===== src/rtl/cmd_pkg.sv =====
// Purpose: shared constants and carriers for the motion command interpreter
// Assumes: one clock, byte-wide frame input from same-clock logic
// Notes:   opcodes, frame layout, status codes and axis modes live here
package cmd_pkg;

  // frame layout
  localparam int unsigned FRAME_BYTES = 9;
  localparam logic [3:0]  IDX_ADDR    = 4'h0;
  localparam logic [3:0]  IDX_INSTR   = 4'h1;
  localparam logic [3:0]  IDX_TYPE    = 4'h2;
  localparam logic [3:0]  IDX_AXIS    = 4'h3;
  localparam logic [3:0]  IDX_VAL3    = 4'h4;
  localparam logic [3:0]  IDX_CSUM    = 4'h8;

  // base opcodes
  localparam logic [7:0] OP_ROTATE_INCREASING = 8'h01;
  localparam logic [7:0] OP_ROTATE_DECREASING = 8'h02;
  localparam logic [7:0] OP_AXIS_SOFT_HALT    = 8'h03;
  // extended opcodes (decimal values as printed: 16..18, 40..57, 80)
  localparam logic [7:0] OP_SET_AP_X    = 8'h10;
  localparam logic [7:0] OP_GET_AP_X    = 8'h11;
  localparam logic [7:0] OP_ACCU_AP_X   = 8'h12;
  localparam logic [7:0] OP_CALC_VV     = 8'h28;
  localparam logic [7:0] OP_CALC_V      = 8'h2D;
  localparam logic [7:0] OP_MOVE_A      = 8'h2E;
  localparam logic [7:0] OP_MOVE_XA     = 8'h2F;
  localparam logic [7:0] OP_RESTART     = 8'h30;
  localparam logic [7:0] OP_DEC_BRANCH  = 8'h31;
  localparam logic [7:0] OP_ROT_DEC_A   = 8'h32;
  localparam logic [7:0] OP_ROT_INC_A   = 8'h33;
  localparam logic [7:0] OP_ROT_DEC_XA  = 8'h34;
  localparam logic [7:0] OP_ROT_INC_XA  = 8'h35;
  localparam logic [7:0] OP_HALT_X      = 8'h36;
  localparam logic [7:0] OP_SET_IV      = 8'h37;
  localparam logic [7:0] OP_GET_IV      = 8'h38;
  localparam logic [7:0] OP_ACCU_IV     = 8'h39;
  localparam logic [7:0] OP_COND_CALL   = 8'h50;

  // reply status codes
  localparam logic [7:0] STATUS_OK        = 8'h64;
  localparam logic [7:0] STATUS_BAD_CSUM  = 8'h01;
  localparam logic [7:0] STATUS_BAD_CMD   = 8'h02;
  localparam logic [7:0] STATUS_BAD_TYPE  = 8'h03;
  localparam logic [7:0] STATUS_BAD_VALUE = 8'h04;

  localparam int unsigned AXIS_COUNT   = 3;
  localparam logic [7:0]  PARAM_TARGET_VEL = 8'h02;
  localparam logic [31:0] VEL_RESET    = 32'h0000_0000;

  // extended opcode classes, one-hot
  typedef enum logic [8:0] {
    CLS_NONE     = 9'h001,
    CLS_CALC     = 9'h002,
    CLS_MOVE     = 9'h004,
    CLS_RESTART  = 9'h008,
    CLS_BRANCH   = 9'h010,
    CLS_ROTATE   = 9'h020,
    CLS_HALT     = 9'h040,
    CLS_AXIS_PAR = 9'h080,
    CLS_IDX_VAR  = 9'h100
  } op_class_e;

  typedef enum logic [1:0] {
    MODE_POSITION = 2'h1,
    MODE_VELOCITY = 2'h2
  } axis_mode_e;

  // decoded frame
  typedef struct packed {
    logic [7:0]  addr;
    logic [7:0]  instr;
    logic [7:0]  ctype;
    logic [7:0]  axis;
    logic [31:0] value;
  } frame_s;

  // reply to the host
  typedef struct packed {
    logic [7:0]  addr;
    logic [7:0]  status;
    logic [7:0]  instr;
    logic [31:0] value;
  } reply_s;

endpackage : cmd_pkg


===== src/rtl/motion_command_interpreter.sv =====
// Purpose: assemble command frames, check them and run velocity commands
// Assumes: frame bytes arrive from same-clock logic, one per rx_valid cycle
//          reset is synchronous and held for at least one edge
// Notes:   extended opcodes are decoded and handed out as a class strobe
//          bytes are counted, not framed: a lost byte skews every later frame
//          until reset, and the checksum is what exposes the skew
`timescale 1ns/1ps
`default_nettype none

module motion_command_interpreter
  import cmd_pkg::*;
#(
  parameter int unsigned AXES = AXIS_COUNT
) (
  input  wire logic                 mclk,
  input  wire logic                 reset,
  input  wire logic                 rx_valid,
  input  wire logic [7:0]           rx_byte,
  output logic                      reply_valid,
  output reply_s                    reply,
  output logic [AXES-1:0][31:0]     target_velocity,
  output logic [AXES-1:0]           velocity_mode,
  output logic [AXES-1:0]           soft_halt,
  output logic                      ext_valid,
  output op_class_e                 ext_class,
  output frame_s                    ext_frame
);

  ////////////////////////////////////////////////////////////////////////
  // frame assembly
  // there is no idle timeout; a host that drops a byte must reset the block,
  // trading self-resynchronisation for a plain position counter

  logic [3:0]  byte_idx;
  logic [7:0]  csum;
  frame_s      frame;
  logic        frame_done;
  logic        csum_ok;

  // last byte of a frame arrives; checksum compared against running sum
  // comparing against the sum of bytes 0..7 avoids a ninth adder stage
  // on the path into the reply register
  assign frame_done = rx_valid && (byte_idx == IDX_CSUM);
  assign csum_ok    = (csum == rx_byte);

  // byte counter and running modulo-256 sum
  // the sum clears with the counter, so a rejected frame leaves no residue
  always_ff @(posedge mclk) begin
    if (reset) begin
      byte_idx <= 4'h0;
      csum     <= 8'h00;
    end else if (rx_valid) begin
      if (frame_done) begin
        byte_idx <= 4'h0;
        csum     <= 8'h00;
      end else begin
        byte_idx <= byte_idx + 4'h1;
        csum     <= csum + rx_byte;
      end
    end
  end

  // fields land by position; value shifts in most significant first
  // the checksum byte is not stored; only its comparison matters
  always_ff @(posedge mclk) begin
    if (reset) begin
      frame <= '0;
    end else if (rx_valid) begin
      unique case (byte_idx)
        IDX_ADDR:  frame.addr  <= rx_byte;
        IDX_INSTR: frame.instr <= rx_byte;
        IDX_TYPE:  frame.ctype <= rx_byte;
        IDX_AXIS:  frame.axis  <= rx_byte;
        IDX_CSUM:  ;
        default:   frame.value <= {frame.value[23:0], rx_byte};
      endcase
    end
  end

  ////////////////////////////////////////////////////////////////////////
  // decode

  // extended codes are not checked for type or axis here; the program
  // engine downstream owns those fields
  // maps an instruction code onto its extended class
  function automatic op_class_e classify(input logic [7:0] op);
    if (op >= OP_CALC_VV && op <= OP_CALC_V)        return CLS_CALC;
    if (op == OP_MOVE_A || op == OP_MOVE_XA)        return CLS_MOVE;
    if (op == OP_RESTART)                           return CLS_RESTART;
    if (op == OP_DEC_BRANCH || op == OP_COND_CALL)  return CLS_BRANCH;
    if (op >= OP_ROT_DEC_A && op <= OP_ROT_INC_XA)  return CLS_ROTATE;
    if (op == OP_HALT_X)                            return CLS_HALT;
    if (op >= OP_SET_AP_X && op <= OP_ACCU_AP_X)    return CLS_AXIS_PAR;
    if (op >= OP_SET_IV && op <= OP_ACCU_IV)        return CLS_IDX_VAR;
    return CLS_NONE;
  endfunction : classify

  logic       is_inc;
  logic       is_dec;
  logic       is_halt;
  logic       is_velocity;
  logic       type_ok;
  logic       axis_ok;
  op_class_e  cls;
  logic       cmd_go;
  logic [7:0] next_status;

  // the frame register is complete except for the checksum byte
  // type and axis only matter for the three velocity codes
  assign is_inc      = (frame.instr == OP_ROTATE_INCREASING);
  assign is_dec      = (frame.instr == OP_ROTATE_DECREASING);
  assign is_halt     = (frame.instr == OP_AXIS_SOFT_HALT);
  assign is_velocity = is_inc || is_dec || is_halt;
  assign type_ok     = (frame.ctype == 8'h00);
  assign axis_ok     = (frame.axis < 8'(AXES));
  assign cls         = classify(frame.instr);
  assign cmd_go      = frame_done && csum_ok && is_velocity && type_ok && axis_ok;

  // status priority: checksum, unknown code, bad type, bad axis
  // a bad checksum outranks every other fault, since no other field of a
  // corrupted frame can be trusted
  always_comb begin
    next_status = STATUS_OK;
    if (!csum_ok) begin
      next_status = STATUS_BAD_CSUM;
    end else if (!is_velocity && cls == CLS_NONE) begin
      next_status = STATUS_BAD_CMD;
    end else if (is_velocity && !type_ok) begin
      next_status = STATUS_BAD_TYPE;
    end else if (is_velocity && !axis_ok) begin
      next_status = STATUS_BAD_VALUE;
    end
  end

  ////////////////////////////////////////////////////////////////////////
  // per-axis velocity state

  // direction travels as the sign of the target; a decreasing rotation at
  // the most negative value wraps onto itself, so hosts should stay inside
  // the symmetric range
  // a refused frame leaves every axis as it was
  // mode and target velocity are written in the same edge; the mode
  // switch is visible no later than the new target
  always_ff @(posedge mclk) begin
    if (reset) begin
      velocity_mode   <= '0;
      target_velocity <= {AXES{VEL_RESET}};
      soft_halt       <= '0;
    end else if (cmd_go) begin
      for (int a = 0; a < AXES; a++) begin
        // only the addressed axis is touched; the others keep their state
        if (frame.axis == 8'(a)) begin
          velocity_mode[a] <= 1'b1;
          // a new rotate clears the soft stop request on that axis
          soft_halt[a]     <= is_halt;
          if (is_inc) begin
            target_velocity[a] <= frame.value;
          end else if (is_dec) begin
            target_velocity[a] <= -frame.value;
          end else begin
            target_velocity[a] <= VEL_RESET;
          end
        end
      end
    end
  end

  ////////////////////////////////////////////////////////////////////////
  // reply and extended hand-off

  // one reply per frame; value field is don't-care, driven as zero
  // the reply fields stand until the next frame, so a slow host can read
  // them after the strobe has gone
  always_ff @(posedge mclk) begin
    if (reset) begin
      reply_valid <= 1'b0;
      reply       <= '0;
    end else begin
      reply_valid <= frame_done;
      if (frame_done) begin
        reply.addr   <= frame.addr;
        reply.status <= next_status;
        reply.instr  <= frame.instr;
        reply.value  <= 32'h0000_0000;
      end
    end
  end

  // extended opcodes go to the program engine as a one-cycle strobe
  // ext_class and ext_frame follow every frame, refused ones too; only
  // the strobe says whether the engine should act
  always_ff @(posedge mclk) begin
    if (reset) begin
      ext_valid <= 1'b0;
      ext_class <= CLS_NONE;
      ext_frame <= '0;
    end else begin
      ext_valid <= frame_done && csum_ok && (cls != CLS_NONE);
      if (frame_done) begin
        ext_class <= cls;
        ext_frame <= frame;
      end
    end
  end

endmodule : motion_command_interpreter

`default_nettype wire


===== config.mk =====
export PLATFORM = sky130hd
export DESIGN_NAME = motion_command_interpreter
export DESIGN_NICKNAME = d
export VERILOG_FILES = /design/src/rtl/cmd_pkg.sv /design/src/rtl/motion_command_interpreter.sv
export SDC_FILE = /design/constraint.sdc
export NUM_CORES = 1
export LEC_CHECK = 0
export BUFFER_PORTS_ARGS = -buffer_cell sky130_fd_sc_hd__buf_4
export CORE_AREA = 2 2 180 182
export DETAILED_ROUTE_END_ITERATION = 10
export DIE_AREA = 0 0 182 184
export GPL_ROUTABILITY_DRIVEN = 1
export PLACE_DENSITY = 0.64
export SYNTH_ARGS = -nofsm -noshare
export SYNTH_HDL_FRONTEND = slang
export SYNTH_SLANG_ARGS = --single-unit

===== constraint.sdc =====
create_clock -name mclk -period 2.75 [get_ports mclk]
set_input_delay 0.1375 -clock mclk [delete_from_list [all_inputs] [get_ports mclk]]
set_output_delay 0.1375 -clock mclk [all_outputs]
set_load 0.03 [all_outputs]

==> flow_summary.yaml, run 1 <==
outcome:
  status: "completed"
critical_path:
  worstSetupPathType: "in2reg"
  worstPathArrival_ps: 3010
  crit_required_ps: 3220
  start_kind: "input pin"
  crit_fanout: 19
  worst_setup_path_end_kind: "register"
timing:
  finClkSkew_ps: 13.16
  final.period_utilization_pct: 92.10
  max_freq_mhz: 394.8
  hold_viol: 0
  max-slew-margin-rel_pct: 25.68
  worst_slew_pin_slew_ps: 1115
  setup_viol: 0
  tns_ps: 0
  hold_ws_ps: 199.7
  slew_violations: 0
  fin_ws_ps: 217.3
  period_minus_slack_ps: 2533
  rsz0062_at_grt: "no"
routing:
  routed_via_density: 5.129
  vias: 9770
  routed_wl_mm: 32.52
  drtPass1Iterations: 5
  remaining_drc_errors: 0
  ant_nets: 0
  drt_iter0_drc: 848
  routedWlPerCell_um: 17.07
layout:
  drive_gt1_share_pct: 21.09
  regArea_sq_um: 5145
  layout.cells.non_filler: 1905
  fin_nets: 1506
  diodes: 0
  multi_input_area_sq_um: 4999
  area_delta_synth_final_pct: 25.91
  nFillCells: 3099
synthesis:
  synth_cells: 1314
  synth_area_leaders: "dfxtp_1 (47%), nand2_1 (9.5%), a21oi_1 (5.8%)"
  synth_top_cell_by_area: "dfxtp_1"
  ys.flop_type: "dfxtp_1"
  ys.warnings.count: 0
  synth_edf_count: 0
  yosysSeqAreaShare_pct: 47.30
  synth.distinct_cells: 64
  ys_seq_elements: 257
  syn_avg_cell_area_sq_um: 8.278
  synth_area_sq_um: 10880
  yosysTopAreaCellShare_pct: 47.30
  async_flop_share_pct: 0
placed_design:
  dp_hpwl_mm: 22.94
  dp.cells: 1845
  post-place-ws_ps: 219.7
  globalplace.congestion: 0.8549
  io_buffers: 208
floorplan:
  num_rows: 65
  die_x_um: 182
  io_pins: 244
  die_h_um: 184
  initial_utilization_pct: 34.65
  coreArea_sq_um: 31390
  dieArea_sq_um: 33490
grt:
  grt_pass1_wl_mm: 50.01
  antenna_found_initial: 0
  grt_max_degree: 203
  grt_usage_pct: 18.45
  gr-total-overflow: 0
  grt_pass1_vias: 8989
clock_network:
  clk_path_buf_depth: 3
  cts.sinks: 257
  ctsRootBufferMaster: "clkbuf_16"
  cts-htree-levels: 1
  clk_latency_ps: 540
  cts_tree: "done"
  cts_made_buffers: 28
  cts_setup_buffers: 0
  clk_pin_slew_ps: 60
hold_path:
  holdCritPathClass: "in2reg"
pwr:
  peakVddDrop_uv: 502.2
  power.density_nw_per_um2: 627.1
  p_leak_nw: 5.554
flow_run:
  maxCapViolations: 0
power breakdown:
part / leakage [nW] / internal (mW) / switching [mW]
Sequential: 2.07 / 3.76 / 0.0394
Combinational: 2.99 / 0.271 / 0.529
Clock: 0.495 / 2.45 / 1.54
Total: 5.55 / 6.49 / 2.10
metrics by stage:
step                power, mW  cell area [sq um]  util [%]
floorplan               4.490              11010         -
global placement        4.645              12610     40.16
detailed placement      4.661              12610     40.16
CTS                     8.656              13690     43.62
global route            8.881              13700     43.63
finish                  8.589              13700     43.63
critical path: stages:
cell	delay, ps
dlygate4sd3_1	540
buf_4	180
ha_1	380
nor3_1	310
and4_1	330
nand3_4	180
or3b_1	410
buf_4	210
nor3_1	190
a31o_1	130
per-layer routing:
layer,wire length [um],GRT usage [%],share of wire [%],vias up
li1,-,-,-,4717
met1,14180,23.89,44,4674
met2,15770,32.18,49,338
met3,1904,2.872,5.9,41
met4,661,4.548,2.0,0
met5,0,0,0,-
layout by cell type (no fill, tap or decap), types with 10 or more instances in the layout:
| master | n |
|---|---|
| a31oi_1 | 14 |
| inv_1 | 20 |
| a31o_1 | 12 |
| clkbuf_16 | 29 |
| xor2_1 | 10 |
| nor4_1 | 13 |
| xnor2_1 | 16 |
| conb_1 | 35 |
| a21oi_1 | 126 |
| nand3_1 | 26 |
| nor3_1 | 36 |
| mux2i_1 | 59 |
| o21ai_0 | 17 |
| nand2_1 | 274 |
| o22ai_1 | 34 |
| nor2_1 | 121 |
| buf_4 | 247 |
| ha_1 | 12 |
| a211oi_1 | 12 |
| dfxtp_1 | 257 |
sequential cells by signal, summed over array words and instances, names as in the netlist:
register and cells:
csum 8, ext_valid 1, target_velocity 96, ext_class 9, ext_frame 64, velocity_mode 3, soft_halt 3, reply_valid 1
frame 64, reply 4, byte_idx 4
cells in the mapped netlist, types with 13 or more instances:
| master | n |
|---|---|
| a21oi_1 | 126 |
| nand2_1 | 275 |
| nor2_1 | 121 |
| xnor2_1 | 16 |
| a31oi_1 | 14 |
| inv_1 | 21 |
| nor3_1 | 36 |
| o21ai_0 | 17 |
| buf_4 | 52 |
| clkbuf_1 | 84 |
| nand3_1 | 26 |
| mux2i_1 | 59 |
| o22ai_1 | 34 |
| dfxtp_1 | 257 |
| nor4_1 | 13 |
area by class of cell:
type                    instances  share of cell area, %
clock buffers                  37                  5.956
clock inverters                14                  1.315
inverters                      21                 0.5755
multi-input cells             916                  36.49
flip-flops and latches        257                  37.56
well taps                     402                  3.672
repair buffers                258                  14.42
path summary, 6_finish.rpt:
kind | start | end | slack, ps | depth (start not counted)
min | reset | target_velocity[73] | 200 | 3
max reg2reg | frame[54] | target_velocity[87] | 250 | 7
max | rx_byte[2] | target_velocity[87] | 220 | 10
min reg2reg | ext_class[1] | ext_class[1] | 450 | 2
what timing repair did:
action | 4_1_cts | 5_1_grt
hold buffers | 9 | 0
setup endpoints to repair | 0 | 8
hold endpoints to repair | 39 | 0
gates resized for setup | 0 | 1
kinds of logic after synthesis:
group / Yosys count / synth area share [%]
AO/OA/AOI/OAI: 249 / 13.49
XOR/XNOR: 26 / 2.093
adder cells (fa/ha/maj): 13 / 1.564
buffers and inverters: 175 / 8.190
flip-flops: 257 / 47.30
multiplexers: 59 / 5.429
other: 1 / 0.03447
AND/OR/NAND/NOR: 534 / 21.90
Note: power is estimated with default switching activity, not from simulation.
==> run 2, diff against run 1 <==
--- a/config.mk
+++ b/config.mk
@@ -9,8 +9,8 @@
 export CORE_AREA = 2 2 180 182
 export DETAILED_ROUTE_END_ITERATION = 10
 export DIE_AREA = 0 0 182 184
-export GPL_ROUTABILITY_DRIVEN = 1
 export PLACE_DENSITY = 0.64
+export RECOVER_POWER = 25
 export SYNTH_ARGS = -nofsm -noshare
 export SYNTH_HDL_FRONTEND = slang
 export SYNTH_SLANG_ARGS = --single-unit
==> run 2 against run 1 <==
Compared with the run above:
- clock skew shrank 1.8 ps
- utilization decreased by 1.3 points
- worst setup slack worse by 3.8 ps
- hold slack better by 7.7 ps
- clock power is essentially flat
- global-route usage stayed put
- die area unchanged
- critical path depth did not move
- wire length grew 0.31%
- sequential share of layout area grew 1.2 points
- first-iteration DRC count increased by 2.9%
- power about the same
- critical endpoint unchanged
- largest cell class unchanged
- highest routed layer unchanged
==> flow_summary.yaml, run 2 (same netlist as run 1, synthesis figures left out) <==
outcome:
  status: "completed"
routing:
  drtPass1Iterations: 6
  drt_iter0_drc: 873
  routedWlPerCell_um: 17.13
  vias: 9801
  routed_via_density: 5.145
  routed_wl_mm: 32.62
  ant_nets: 0
  remaining_drc_errors: 0
floorplan:
  num_rows: 65
  dieArea_sq_um: 33490
  die_x_um: 182
  io_pins: 244
  die_h_um: 184
  coreArea_sq_um: 31390
  initial_utilization_pct: 34.65
critical_path:
  crit_family: "simple AND/OR/NAND/NOR gates"
  crit_required_ps: 3220
  crit_fanout: 19
  worstPathArrival_ps: 3010
  start_kind: "input pin"
  worstSetupPathType: "in2reg"
  worst_setup_path_end_kind: "register"
  cp.buffers_inverters: 3
  critical_path.cell_chain: "dlygate4sd3_1 > buf_4 > ha_1 > nor3_1 > and4_1 > nand3_4 > or3b_1 > buf_4 > nor3_1 > a31o_1"
  critPathMaxStageDelay_ps: 540
  cpMaxStageDelayCell: "dlygate4sd3_1"
timing:
  tns_ps: 0
  period_minus_slack_ps: 2537
  rsz0062_at_grt: "no"
  finClkSkew_ps: 11.33
  fin_ws_ps: 213.4
  hold_ws_ps: 207.4
  slew_violations: 0
  worst_slew_pin_slew_ps: 1089
  hold_viol: 0
  max_freq_mhz: 394.2
  final.period_utilization_pct: 92.24
  setup_viol: 0
  max-slew-margin-rel_pct: 27.38
layout:
  final_cell_mix: "nand2_1 (274), dfxtp_1 (257), buf_4 (135)"
  reg_top3: "target_velocity x96, ext_frame x64, frame x64"
  top_register: "target_velocity"
  mostFrequentLayoutCell: "nand2_1"
  fin_nets: 1506
  drive_gt1_share_pct: 13.64
  area_delta_synth_final_pct: 22.05
  diodes: 0
  design_area_sq_um: 13280
  largest_reg_flops: 96
pwr:
  clockPowerShare_pct: 46.5
  p_leak_nw: 5.076
  power.density_nw_per_um2: 647.2
  switchingPower_mw: 2.106
  seq_power_share_pct: 44.2
  peakVddDrop_uv: 500.3
  p_sw_share_pct: 24.51
  intPower_mw: 6.487
  power_mw: 8.592
  combinationalPowerShare_pct: 9.3
grt:
  grt.busiest_layer: "met2"
  grt_use_met1_pct: 23.89
  grt_pass1_vias: 8989
  grt_use_met2_pct: 32.18
  grt_use_met3_pct: 2.872
  grt_usage_pct: 18.45
  grt_max_degree: 203
  gr-total-overflow: 0
  grt_pass1_wl_mm: 50.01
  antenna_found_initial: 0
clock_network:
  cts.sinks: 257
  cts_made_buffers: 28
  cts-htree-levels: 1
  clk_pin_slew_ps: 60
  clk_latency_ps: 540
  ctsRootBufferMaster: "clkbuf_16"
  cts_tree: "done"
  clk_path_buf_depth: 3
placed_design:
  placed_area_sq_um: 12610
  io_buffers: 208
  globalplace.congestion: 0.8549
  post-place-ws_ps: 219.7
  dp_hpwl_mm: 22.94
flow_run:
  maxCapViolations: 0
hold_path:
  holdCritPathClass: "in2reg"
[run 2: cell types whose count changed in the layout (fill, tap and decap cells not counted)]
cell | before | now
buf_4 | 247 | 135
clkbuf_1 | 2 | 114
[run 2: final cells by class]
type,instances,area (sq um)
Inverter,21,78.83
Timing Repair Buffer,258,1555
Clock inverter,14,180.2
Clock buffer,37,815.8
Multi-Input combinational cell,916,4999
Fill cell,3201,18120
Sequential cell,257,5145
Tap cell,402,503.0
[run 2: power groups by stage]
stage / clock, mW / combinational [mW] / sequential, mW
2_1_floorplan: 0 / 0.624 / 3.87
3_3_place_gp: 0 / 0.764 / 3.88
3_5_place_dp: 0 / 0.778 / 3.88
4_1_cts: 4.06 / 0.792 / 3.80
5_1_grt: 4.22 / 0.861 / 3.80
6_report: 3.99 / 0.799 / 3.80
[run 2: tightest hold or removal path, cell delays in order]
cell and delay (ps):
buf_6 100, buf_12 190, a211oi_1 230
[run 2: routing by layer]
metal  vias to the layer above  wire length, um  part of all wire, %
met5                         -                0                    0
met4                         0              643                  2.0
met3                        45             2101                  6.4
met2                       374            15820                   48
met1                      4662            14060                   43
li1                       4720                -                    -
[run 2: per-stage QoR]
step | utilization [%] | std cells
global placement | 40.16 | 1845
floorplan | - | 1348
detailed placement | 40.16 | 1845
finish | 42.29 | 1905
global route | 42.29 | 1905
CTS | 43.62 | 1905
[run 2: timing repair]
item / in CTS / in global routing
hold buffers: 9 / 0
setup endpoints to repair: 0 / 8
buffers inserted: 0 / 0
hold endpoints to repair: 39 / 0
resized for setup: 0 / 1
[run 2: path summary, 6_finish.rpt]
path                                   start                  end  slack [ps]  cells after the start
worst max-delay path              rx_byte[2]  target_velocity[87]         210                     10
worst max register to register     frame[54]  target_velocity[87]         260                      7
worst min register to register  ext_class[1]         ext_class[1]         450                      2
worst min-delay path                   reset  target_velocity[16]         210                      3
==> run 3, diff against run 2 <==
--- a/config.mk
+++ b/config.mk
@@ -5,11 +5,12 @@
 export SDC_FILE = /design/constraint.sdc
 export NUM_CORES = 1
 export LEC_CHECK = 0
-export BUFFER_PORTS_ARGS = -buffer_cell sky130_fd_sc_hd__buf_4
 export CORE_AREA = 2 2 180 182
 export DETAILED_ROUTE_END_ITERATION = 10
 export DIE_AREA = 0 0 182 184
-export PLACE_DENSITY = 0.64
+export DONT_BUFFER_PORTS = 1
+export GPL_TIMING_DRIVEN = 0
+export PLACE_DENSITY = 0.57
 export RECOVER_POWER = 25
 export SYNTH_ARGS = -nofsm -noshare
 export SYNTH_HDL_FRONTEND = slang
==> run 3 against run 2 <==
Compared with the run above:
- global-route usage increased by 1.8 points
- non-clock buffer count decreased by 96
- combinational power increased by 7.9%
- highest routed layer unchanged
==> flow_summary.yaml, run 3 (same netlist as run 1, synthesis figures left out) <==
critical_path:
  crit_fanout: 10
  crit_required_ps: 3180
  cp.buffers_inverters: 3
  start_kind: "register"
  worst_setup_path_end_kind: "register"
  critPathMaxStageDelay_ps: 530
  critical_path.cell_chain: "buf_6 > or4_4 > buf_6 > nor3_4 > nand3_4 > or3b_1 > buf_4 > nand3_1 > o21ai_1"
  crit_family: "simple AND/OR/NAND/NOR gates"
  worstSetupPathType: "reg2reg"
  cpMaxStageDelayCell: "or4_4"
  worstPathArrival_ps: 3090
  crit_top_cell: "buf_6"
layout:
  multi_input_area_sq_um: 5067
  fin_nets: 1411
  nFillCells: 3224
  drive_gt1_share_pct: 10.72
  regArea_sq_um: 5146
  top_register: "target_velocity"
  diodes: 0
  area_delta_synth_final_pct: 17.28
  mostFrequentLayoutCell: "nand2_1"
  design_area_sq_um: 12760
  final_cell_mix: "nand2_1 (275), dfxtp_1 (256), a21oi_1 (125)"
  largest_reg_flops: 96
  reg_top3: "target_velocity x96, ext_frame x64, frame x64"
grt:
  antenna_found_initial: 0
  gr-total-overflow: 0
  grt_max_degree: 15
  grt_pass1_wl_mm: 52.93
  grt_usage_pct: 20.22
  grt_pass1_vias: 8697
timing:
  setup_viol: 0
  slew_violations: 0
  max-slew-margin-rel_pct: 49.02
  final.period_utilization_pct: 96.78
  rsz0062_at_grt: "yes"
  period_minus_slack_ps: 2661
  hold_viol: 0
  max_freq_mhz: 375.7
  worst_slew_pin_slew_ps: 756.7
  finClkSkew_ps: 17.73
pwr:
  combinationalPowerShare_pct: 9.7
  power.density_nw_per_um2: 695.9
  clockPowerShare_pct: 47.5
  peakVddDrop_uv: 535.6
  intPower_mw: 6.721
  switchingPower_mw: 2.157
  p_sw_share_pct: 24.30
  seq_power_share_pct: 42.8
  p_leak_nw: 4.752
  power_mw: 8.878
clock_network:
  cts-htree-levels: 1
  clk_path_buf_depth: 3
  ctsRootBufferMaster: "clkbuf_16"
  clk_pin_slew_ps: 60
  clk_latency_ps: 550
  cts_made_buffers: 29
  cts.sinks: 257
  cts_tree: "done"
floorplan:
  die_h_um: 184
  dieArea_sq_um: 33490
  io_pins: 244
  die_x_um: 182
  initial_utilization_pct: 34.65
  coreArea_sq_um: 31390
  num_rows: 65
hold_path:
  holdCritPathClass: "in2reg"
routing:
  vias: 9242
  routedWlPerCell_um: 19.33
  remaining_drc_errors: 0
  routed_wl_mm: 34.98
  routed_via_density: 5.106
  drt_iter0_drc: 538
  ant_nets: 0
  drtPass1Iterations: 5
outcome:
  status: "completed"
flow_run:
  maxCapViolations: 0
placed_design:
  globalplace.congestion: 0.8963
  dp_hpwl_mm: 25.61
  placed_area_sq_um: 11510
  io_buffers: 0
## run 3: final timing paths
kind | start | end | slack (ps) | cells past startpoint
max | frame[51] | target_velocity[51] | 90 | 9
min | rx_valid | byte_idx[1] | 40 | 3
max reg2reg | frame[51] | target_velocity[51] | 90 | 9
min reg2reg | frame[60] | frame[60] | 460 | 2
## run 3: stage by stage
step                      utilization (%)  std cells  hold slack [ps]  worst slack (ps)  setup TNS [ps]
after floorplan                         -       1348            273.5             349.4               0
after global placement              36.66       1750            277.1            -325.3           -5992
after detailed placement            36.66       1750            286.4            -340.0           -7264
after CTS                           40.41       1810            14.02             1.148               0
after global routing                40.64       1810            46.82            -8.604          -8.604
final                               40.64       1810            37.25             88.54               0
## run 3: what timing repair did
| action | in CTS | in global routing |
|---|---|---|
| setup buffers | 1 | 4 |
| endpoints found under the hold margin | 36 | 0 |
| pin swaps | 1 | 4 |
| endpoints found under the setup margin | 73 | 103 |
| hold buffers | 7 | 0 |
| gates resized for setup | 11 | 23 |
## run 3: metal layers
metal  GRT usage (%)  up-vias  routed length (um)
met1           25.30     4369               14960
met3           6.002       35                2845
met5               0        -                   0
li1                -     4545                   -
met2           34.79      293               16720
met4           3.613        0                 460
## run 3: final cells by class
| type | count | area share (%) |
|---|---|---|
| plain buffers | 150 | 6.365 |
| flip-flops and latches | 257 | 40.34 |
| well taps | 402 | 3.943 |
| inverters | 21 | 0.6179 |
| clock inverters | 10 | 1.628 |
| repair buffers | 12 | 0.8435 |
| clock buffers | 42 | 6.542 |
| multi-input cells | 916 | 39.72 |
## run 3: worst min-delay path: stages
cell      delay [ps]
clkbuf_1         170
mux2i_1          150
nor2_1            80
## run 3: power by group through the flow
| stage | combinational, mW | clock, mW | sequential (mW) |
|---|---|---|---|
| 2_1_floorplan | 0.624 | 0 | 3.87 |
| 3_3_place_gp | 0.794 | 0 | 3.88 |
| 3_5_place_dp | 0.802 | 0 | 3.88 |
| 4_1_cts | 0.851 | 4.29 | 3.80 |
| 5_1_grt | 0.934 | 4.44 | 3.80 |
| 6_report | 0.862 | 4.22 | 3.80 |
